===== src/rtl/crd_pkg.sv =====
// shared constants, types and decode helpers of the cordic coprocessor
`default_nettype none
package crd_pkg;
  // kernel and data widths
  localparam int DATA_W = 16;
  localparam int XY_W = 26;
  localparam int Z_W = 21;
  localparam int TBL_W = 20;
  localparam int ITER_N = 16;
  // operand placement inside the kernel
  localparam int XY_FRAC = 8;
  localparam int Z_FRAC = 4;
  // register byte offsets
  localparam logic [7:0] OFF_CTRL = 8'h00;
  localparam logic [7:0] OFF_STAT = 8'h04;
  localparam logic [7:0] OFF_X = 8'h08;
  localparam logic [7:0] OFF_Y = 8'h0C;
  localparam logic [7:0] OFF_Z = 8'h10;
  // control fields
  localparam int CTRL_GO = 0;
  localparam int CTRL_MODE_LO = 1;
  localparam int CTRL_VEC = 3;
  localparam int CTRL_KEEP = 4;
  localparam int CTRL_XUNS = 5;
  // status fields
  localparam int STAT_BUSY = 0;
  localparam int STAT_EOC = 1;
  // function codes
  localparam logic [1:0] MODE_CIRC = 2'h0;
  localparam logic [1:0] MODE_LIN = 2'h1;
  localparam logic [1:0] MODE_HYP = 2'h2;
  // reset values
  localparam logic [1:0] MODE_RST = 2'h0;
  localparam logic [15:0] OPND_RST = 16'h0000;
  // linear step 1.0 in 1.15 form
  localparam logic [TBL_W-1:0] LIN_ONE = 20'h08000;
  // go edge to end flag, in enabled clock edges
  localparam int CALC_CYCLES = ITER_N + 1;
  localparam int CALC_LIMIT = 41;

  typedef enum logic [1:0]
  {
    ST_IDLE = 2'b00,
    ST_PREP = 2'b01,
    ST_RUN = 2'b11
  } crd_state_t;

  // hyperbolic steps start at 1 and repeat step 4 to converge
  function automatic logic [3:0] crd_shift_f(input logic [1:0] mode, input logic [3:0] iter);
    if (mode == MODE_HYP && iter < 4'h4)
      crd_shift_f = iter + 4'h1;
    else
      crd_shift_f = iter;
  endfunction : crd_shift_f
endpackage : crd_pkg
`default_nettype wire


===== src/rtl/crd_core.sv =====
// cordic coprocessor: apb registers, 26/21-bit iteration kernel and control
`default_nettype none
module crd_core
#(
  parameter int ADDR_W = 8
)
(
  // clock and reset
  input wire logic ref_clk,
  input wire logic sys_rst,
  // module clock gate
  input wire logic mod_clk_en,
  // apb slave
  input wire logic psel,
  input wire logic penable,
  input wire logic pwrite,
  input wire logic [ADDR_W-1:0] paddr,
  input wire logic [31:0] pwdata,
  output logic [31:0] prdata,
  output logic pready,
  output logic pslverr,
  // completion request and busy status
  output logic calc_done_irq,
  output logic calc_busy
);
  typedef struct packed {
    crd_pkg::crd_state_t st;
    logic [3:0] iter;
    logic [crd_pkg::XY_W-1:0] x;
    logic [crd_pkg::XY_W-1:0] y;
    logic [crd_pkg::Z_W-1:0] z;
    logic [15:0] xin;
    logic [15:0] yin;
    logic [15:0] zin;
    logic [1:0] mode;
    logic vec;
    logic keep;
    logic xuns;
    logic eoc;
    logic irq;
    logic [5:0] cnt;
    logic [31:0] rdata;
  } crd_regs_t;

  crd_regs_t r, n;

  logic [crd_pkg::TBL_W-1:0] tbl_q;
  logic [3:0] tbl_shift;
  logic [3:0] sh;
  logic acc;
  logic wr;
  logic start;
  logic mapped;
  logic half_turn;
  logic [15:0] x_view;

  ////////////////////////////////////////////////////////////////////////////////
  // bus decode; every register sits on an aligned word
  function automatic logic crd_hit_f(input logic [ADDR_W-1:0] a, input logic [7:0] off);
    crd_hit_f = (a == ADDR_W'(off));
  endfunction : crd_hit_f

  assign acc = psel && penable;
  assign wr = acc && pwrite;
  assign mapped = crd_hit_f(paddr, crd_pkg::OFF_CTRL) || crd_hit_f(paddr, crd_pkg::OFF_STAT)
    || crd_hit_f(paddr, crd_pkg::OFF_X) || crd_hit_f(paddr, crd_pkg::OFF_Y)
    || crd_hit_f(paddr, crd_pkg::OFF_Z);
  // zero wait states: data was fetched in the setup cycle
  assign pready = acc;
  assign pslverr = acc && !mapped;
  assign prdata = r.rdata;
  assign calc_done_irq = r.irq;
  assign calc_busy = r.st != crd_pkg::ST_IDLE;

  // go taken only from idle; a go while busy is dropped
  assign start = wr && crd_hit_f(paddr, crd_pkg::OFF_CTRL) && pwdata[crd_pkg::CTRL_GO]
    && r.st == crd_pkg::ST_IDLE;

  ////////////////////////////////////////////////////////////////////////////////
  // x result view: unsigned option clamps instead of wrapping
  always_comb
  begin
    x_view = r.x[23:8];
    if (r.xuns)
    begin
      if (r.x[crd_pkg::XY_W-1])
        x_view = 16'h0000;
      else if (r.x[24])
        x_view = 16'hFFFF;
      else
        x_view = r.x[23:8];
    end
  end

  ////////////////////////////////////////////////////////////////////////////////
  // circular iterations only converge within about a quarter turn, so operands in the
  // outer half are folded by a half turn first; linear and hyperbolic ranges are the
  // caller's concern and are left untouched
  assign half_turn = r.mode != crd_pkg::MODE_LIN && r.mode != crd_pkg::MODE_HYP
    && (r.vec ? r.x[crd_pkg::XY_W-1] : (r.z[19] ^ r.z[18]));

  ////////////////////////////////////////////////////////////////////////////////
  // table fetch runs one step ahead of the kernel
  assign sh = crd_pkg::crd_shift_f(r.mode, r.iter);
  assign tbl_shift = (r.st == crd_pkg::ST_RUN) ? crd_pkg::crd_shift_f(r.mode, r.iter + 4'h1)
    : crd_pkg::crd_shift_f(r.mode, 4'h0);

  crd_iter_table u_table
  (
    .ref_clk(ref_clk),
    .sys_rst(sys_rst),
    .en(mod_clk_en),
    .mode(r.mode),
    .shift(tbl_shift),
    .tbl_q(tbl_q)
  );

  ////////////////////////////////////////////////////////////////////////////////
  // next state: bus side, then kernel
  always_comb
  begin
    logic signed [crd_pkg::XY_W-1:0] xs;
    logic signed [crd_pkg::XY_W-1:0] ys;
    logic signed [crd_pkg::Z_W-1:0] e;
    logic d_pos;
    n = r;
    n.irq = 1'b0;
    // arithmetic shift drops low bits; accepted truncation error
    xs = $signed(r.x) >>> sh;
    ys = $signed(r.y) >>> sh;
    e = {tbl_q[crd_pkg::TBL_W-1], tbl_q};
    // vectoring drives y to zero, rotation drives z to zero
    d_pos = r.vec ? r.y[crd_pkg::XY_W-1] : !r.z[crd_pkg::Z_W-1];
    // read data captured in the setup cycle
    if (psel && !penable && !pwrite)
    begin
      n.rdata = 32'h0000_0000;
      if (crd_hit_f(paddr, crd_pkg::OFF_CTRL))
        n.rdata[5:0] = {r.xuns, r.keep, r.vec, r.mode, calc_busy};
      else if (crd_hit_f(paddr, crd_pkg::OFF_STAT))
        n.rdata[1:0] = {r.eoc, calc_busy};
      else if (crd_hit_f(paddr, crd_pkg::OFF_X))
        n.rdata[15:0] = x_view;
      else if (crd_hit_f(paddr, crd_pkg::OFF_Y))
        n.rdata[15:0] = r.y[23:8];
      else if (crd_hit_f(paddr, crd_pkg::OFF_Z))
        n.rdata[15:0] = r.z[19:4];
    end
    // writes land at the access edge; operands frozen while busy
    if (wr && !calc_busy)
    begin
      if (crd_hit_f(paddr, crd_pkg::OFF_CTRL))
      begin
        n.mode = pwdata[crd_pkg::CTRL_MODE_LO +: 2];
        n.vec = pwdata[crd_pkg::CTRL_VEC];
        n.keep = pwdata[crd_pkg::CTRL_KEEP];
        n.xuns = pwdata[crd_pkg::CTRL_XUNS];
      end
      if (crd_hit_f(paddr, crd_pkg::OFF_X))
        n.xin = pwdata[15:0];
      if (crd_hit_f(paddr, crd_pkg::OFF_Y))
        n.yin = pwdata[15:0];
      if (crd_hit_f(paddr, crd_pkg::OFF_Z))
        n.zin = pwdata[15:0];
    end
    // write one clears the end flag
    if (wr && crd_hit_f(paddr, crd_pkg::OFF_STAT) && pwdata[crd_pkg::STAT_EOC])
      n.eoc = 1'b0;
    // kernel sequencer; a stopped module clock freezes it in prep and run, but a go still moves it out of idle
    case (r.st)
      crd_pkg::ST_IDLE:
      begin
        if (start)
        begin
          n.st = crd_pkg::ST_PREP;
          n.iter = 4'h0;
          n.cnt = 6'h00;
          if (!pwdata[crd_pkg::CTRL_KEEP])
          begin
            // 16-bit operands sign-extended into the wide kernel
            n.x = {{2{r.xin[15]}}, r.xin, 8'h00};
            n.y = {{2{r.yin[15]}}, r.yin, 8'h00};
            n.z = {r.zin[15], r.zin, 4'h0};
          end
        end
      end
      crd_pkg::ST_PREP:
      begin
        if (mod_clk_en)
        begin
          n.st = crd_pkg::ST_RUN;
          n.cnt = r.cnt + 6'h01;
          // half turn: negate x and y, move the angle by pi with wrap-around
          if (half_turn)
          begin
            n.x = -r.x;
            n.y = -r.y;
            n.z = {{2{~r.z[19]}}, r.z[18:0]};
          end
        end
      end
      crd_pkg::ST_RUN:
      begin
        if (mod_clk_en)
        begin
          n.cnt = r.cnt + 6'h01;
          case (r.mode)
            crd_pkg::MODE_LIN: n.x = r.x;
            crd_pkg::MODE_HYP: n.x = d_pos ? r.x + ys : r.x - ys;
            default: n.x = d_pos ? r.x - ys : r.x + ys;
          endcase
          n.y = d_pos ? r.y + xs : r.y - xs;
          n.z = d_pos ? r.z - e : r.z + e;
          n.iter = r.iter + 4'h1;
          if (r.iter == 4'(crd_pkg::ITER_N - 1))
          begin
            n.st = crd_pkg::ST_IDLE;
            n.eoc = 1'b1; // set wins over a clear in the same cycle
            n.irq = 1'b1;
          end
        end
      end
      default: n.st = crd_pkg::ST_IDLE;
    endcase
  end

  ////////////////////////////////////////////////////////////////////////////////
  // single state register
  always_ff @(posedge ref_clk or posedge sys_rst)
  begin
    if (sys_rst)
    begin
      r <= '0;
      r.st <= crd_pkg::ST_IDLE;
      r.mode <= crd_pkg::MODE_RST;
      r.xin <= crd_pkg::OPND_RST;
      r.yin <= crd_pkg::OPND_RST;
      r.zin <= crd_pkg::OPND_RST;
    end
    else
      r <= n;
  end
endmodule : crd_core
`default_nettype wire


===== src/rtl/crd_iter_table.sv =====
// iteration table: arctangent, hyperbolic arctangent and emulated linear steps
`default_nettype none
module crd_iter_table
(
  // clock and reset
  input wire logic ref_clk,
  input wire logic sys_rst,
  // lookup
  input wire logic en,
  input wire logic [1:0] mode,
  input wire logic [3:0] shift,
  output logic [crd_pkg::TBL_W-1:0] tbl_q
);
  typedef struct packed {
    logic [crd_pkg::TBL_W-1:0] q;
  } crd_tbl_st_t;

  // angles scaled so that 2^19 stands for pi
  localparam logic [19:0] ATAN_T [16] = '{
    20'h20000, 20'h12E41, 20'h09FB4, 20'h05111, 20'h028B1, 20'h0145D, 20'h00A2F,
    20'h00518, 20'h0028C, 20'h00146, 20'h000A3, 20'h00051, 20'h00029, 20'h00014,
    20'h0000A, 20'h00005};
  localparam logic [19:0] ATANH_T [16] = '{
    20'h00000, 20'h16619, 20'h0A681, 20'h051EA, 20'h028D1, 20'h01461, 20'h00A30,
    20'h00518, 20'h0028C, 20'h00146, 20'h000A3, 20'h00051, 20'h00029, 20'h00014,
    20'h0000A, 20'h00005};

  crd_tbl_st_t r, n;

  ////////////////////////////////////////////////////////////////////////////////
  // entry select; linear steps are shifted, not stored, to save area
  always_comb
  begin
    n = r;
    if (en)
    begin
      case (mode)
        crd_pkg::MODE_LIN: n.q = crd_pkg::LIN_ONE >> shift;
        crd_pkg::MODE_HYP: n.q = ATANH_T[shift];
        default: n.q = ATAN_T[shift];
      endcase
    end
  end

  always_ff @(posedge ref_clk or posedge sys_rst)
  begin
    if (sys_rst)
      r <= '0;
    else
      r <= n;
  end

  assign tbl_q = r.q;
endmodule : crd_iter_table
`default_nettype wire


===== config.mk =====
export PLATFORM = sky130hd
export DESIGN_NAME = crd_core
export DESIGN_NICKNAME = d
export VERILOG_FILES = /design/src/rtl/crd_pkg.sv /design/src/rtl/crd_core.sv /design/src/rtl/crd_iter_table.sv
export SDC_FILE = /design/constraint.sdc
export NUM_CORES = 1
export LEC_CHECK = 0
export BUFFER_PORTS_ARGS = -buffer_cell sky130_fd_sc_hd__buf_2
export CAP_MARGIN = 10
export CORE_MARGIN = 8
export CORE_UTILIZATION = 69
export DETAILED_ROUTE_END_ITERATION = 10
export HOLD_SLACK_MARGIN = 0.03
export PLACE_DENSITY = 0.88
export SYNTH_ARGS = -nofsm -noshare
export SYNTH_HDL_FRONTEND = slang
export SYNTH_SLANG_ARGS = --single-unit

===== constraint.sdc =====
create_clock -name ref_clk -period 13.4 [get_ports ref_clk]
set_clock_uncertainty 0.1 [all_clocks]
set_input_delay 1.34 -clock ref_clk [delete_from_list [all_inputs] [get_ports ref_clk]]
set_output_delay 1.34 -clock ref_clk [all_outputs]
set_load 0.01 [all_outputs]

==> impl_metrics.sql <==
INSERT INTO impl_metrics (metric_group, metric, value, unit) VALUES
('timing', 'final-max-slew-violation-count', '0', ''),
('floorplan', 'floorplan.core_area', '26700', 'um^2'),
('setup_path', 'critPathSlowestCell', 'mux2_2', ''),
('yosys', 'yosys.cell_count.top_type', 'nand2_1', ''),
('floorplan', 'area_enclosed_by_the_die_boundary', '32500', 'um^2'),
('setup_path', 'reg2reg_slack', '6.04', 'ns'),
('layout', 'final_nets', '2500', ''),
('worst_hold_path', 'hold_path.class', 'register to register', ''),
('yosys', 'yosys.area_share.adder', '0.0795', ''),
('pwr', 'power.leakage', '8.56', 'nW'),
('yosys', 'yosys-top-cells-area', 'dfrtp_1, ha_1, mux2i_1', ''),
('timing', 'layout_min_cycle_time', '7.36', 'ns'),
('yosys', 'area_fraction_in_and_or_nand_and_nor_cells_after_synthesis', '0.203', ''),
('route', 'detail_route.drc_violations', '0', ''),
('grt', 'grt_pass1_vias', '18152', ''),
('yosys', 'unique_masters_post_synth', '97', ''),
('clock_network', 'clk_pin_slew', '0.08', 'ns'),
('yosys', 'yosys_register_bits', '168', ''),
('placement', 'placed_cells_incl_taps', '2660', ''),
('clock_network', 'clk_latency', '0.45', 'ns'),
('layout', 'design_area', '19300', 'um^2'),
('placement', 'dp.final_hpwl', '47000', 'um'),
('grt', 'leftover_overflow_at_the_end_of_global_routing', '0', ''),
('setup_path', 'cpPeakStageDelay', '0.98', 'ns'),
('floorplan', 'number_of_top_level_pins', '82', ''),
('timing', 'rsz0062_at_grt', 'no', ''),
('floorplan', 'fp.dieW', '180', 'um'),
('worst_hold_path', 'worst_hold_path_cells', '1', ''),
('setup_path', 'critical_path.most_common_cell', 'o21ai_0', ''),
('setup_path', 'path_class', 'register to register', ''),
('pwr', 'power_density', '63.2', 'nW/um^2'),
('yosys', 'largest_family_of_logic_cells_by_synthesized_area', 'compound AO/OA/AOI/OAI gates', ''),
('yosys', 'synth_commonest_cells', 'nand2_1, nor2_1, o21ai_0', ''),
('setup_path', 'timing.critical_path.fanout_max', '61', ''),
('pwr', 'ir_worst_vdd', '0.0000904', 'V'),
('clock_network', 'cts_made_buffers', '17', ''),
('grt', 'grt_start_max_net_pins', '98', ''),
('layout', 'drive_above_1_share', '0.0995', ''),
('setup_path', 'critPathArrivalTime', '7.62', 'ns'),
('route', 'detailedRoute.firstPassIterationCount', '6', ''),
('yosys', 'synth_top_cell_by_area', 'dfrtp_1', ''),
('yosys', 'yosys-mux-area-fraction', '0.101', ''),
('yosys', 'area_fraction_of_the_dominant_cell_type_after_synthesis', '0.226', ''),
('clock_network', 'holdBufCountCts', '0', ''),
('timing', 'timing.slew.headroom', '0.239', ''),
('setup_path', 'worst_r2r_startpoint', 'r[166]', ''),
('clock_network', 'cts.repair.resized', '0', ''),
('yosys', 'synth.yosys.warnings', '0', ''),
('setup_path', 'crit_path_cell_trace', 'buf_4, ha_1, mux2_2, o41ai_1, o2bb2ai_1, nand3_1, a2111oi_2, a31oi_1, xnor2_1, ha_1, a21o_1, a21o_1, a21oi_1, o21ai_0, a311oi_1, o21ai_0, o21ba_2, o21a_1, o32a_1, o21ai_0', ''),
('route', 'dr.first_iter.drc_count', '2911', ''),
('timing', 'timing_worst_slew_pin_value', '1.14', 'ns'),
('setup_path', 'ff2ff_path_depth', '20', ''),
('run_status', 'outcome', 'finished clean', ''),
('layout', 'layout-area-overhead-vs-synth', '3.76', '%'),
('timing', 'finalHoldViolCount', '0', ''),
('floorplan', 'initial_utilization', '0.697', ''),
('yosys', 'synth_instances', '2436', ''),
('yosys', 'netlist_area', '18600', 'um^2'),
('yosys', 'synth_async_sr_flop_share', '1.00', ''),
('timing', 'setup-violations-final', '0', ''),
('timing', 'tns', '0', 'ns'),
('yosys', 'number_of_synthesized_flops_with_an_enable_pin', '0', ''),
('setup_path', 'critical_path_required', '13.66', 'ns'),
('timing', 'final.hold.worst_slack', '0.374', 'ns'),
('layout', 'insertedDiodeCount', '0', ''),
('route', 'ant_nets', '0', ''),
('setup_path', 'cp-start-kind', 'register', ''),
('layout', 'fillers', '2224', ''),
('clock_network', 'cts_num_sinks', '168', ''),
('layout', 'final_cell_count_no_fill', '2692', ''),
('route', 'drt-wirelength-per-cell', '24.1', 'um');
[sequential cells by signal (all words and copies together), names as in the netlist]
signal and count:
prdata 16, calc_done_irq 1, u_table.tbl_q 18, r 133
[layout by cell type (no fill, tap or decap), drive strengths merged, types with 15 or more instances in the layout]
cell     instances
nand3           61
mux2            60
o31ai           15
conb            16
nand2b          24
a21oi          189
xnor2           84
and2            20
xor2            36
dfrtp          168
and3            15
a22oi           26
nand2          239
or3             19
mux2i          103
buf             84
o22ai           25
inv            101
a31oi           36
nor3            77
o211ai          16
clkbuf          17
ha             112
nor2b           23
a211oi          33
a221oi          20
a2111oi         15
a21o            45
o21ai          196
nor2           229
[through the flow]
stage               utilization  worst slack [ns]  power [mW]
detailed placement        0.701              6.32       0.704
finish                    0.723              6.04        1.22
floorplan                     -              7.30       0.659
global placement          0.701              6.48       0.699
global route              0.723              5.65        1.25
CTS                       0.723              6.28        1.21
[area by class of cell]
class                   instances  area [um^2]  area share
clock buffers                  17          425      0.0220
clock inverters                15          183     0.00945
inverters                      97          369      0.0191
multi-input cells            1970        13200       0.684
flip-flops and latches        168         4210       0.218
well taps                     341          427      0.0221
repair buffers                 84          508      0.0263
[worst max-delay path by stage]
stage | cells after the start | from | to | slack [ns]
4_1_cts | 20 | r[166] | r[137] | 6.28
3_5_place_dp | 20 | r[166] | r[137] | 6.32
2_1_floorplan | 27 | r[43] | r[137] | 7.30
6_report | 20 | r[166] | r[137] | 6.04
3_3_place_gp | 20 | r[166] | r[137] | 6.48
5_1_grt | 24 | r[166] | r[137] | 5.65
[where the power goes]
part	internal, mW	total, mW	switching, mW
clock	0.253	0.520	0.267
combinational	0.0653	0.183	0.118
sequential	0.512	0.519	0.00717
total	0.831	1.22	0.391
[critical path: cells and delay by family, from the launching register on]
kind	cells	cell delay, ns
compound gates	14	3.74
fa+ha+maj	2	0.99
mux	1	0.98
buf+inv	1	0.57
flops	1	0.34
xor+xnor	1	0.33
simple gates	1	0.14
[kinds of logic (layout without fill, tap and decap cells)]
logic type      count (synthesis)  in the layout
flops                         168            168
fa+ha+maj                     116            116
simple gates                  794            794
xor+xnor                      120            120
other cells                     1             16
buf+inv                       313            213
compound gates                754            754
mux                           170            170
[metal layers]
| metal | track usage | vias up | wire length (um) |
|---|---|---|---|
| met2 | 0.570 | 1368 | 27300 |
| met5 | 0 | - | 39 |
| li1 | - | 8633 | - |
| met4 | 0.191 | 6 | 3390 |
| met3 | 0.0944 | 255 | 8370 |
| met1 | 0.522 | 9068 | 25800 |
No activity file was read; power rests on OpenSTA's default activity.
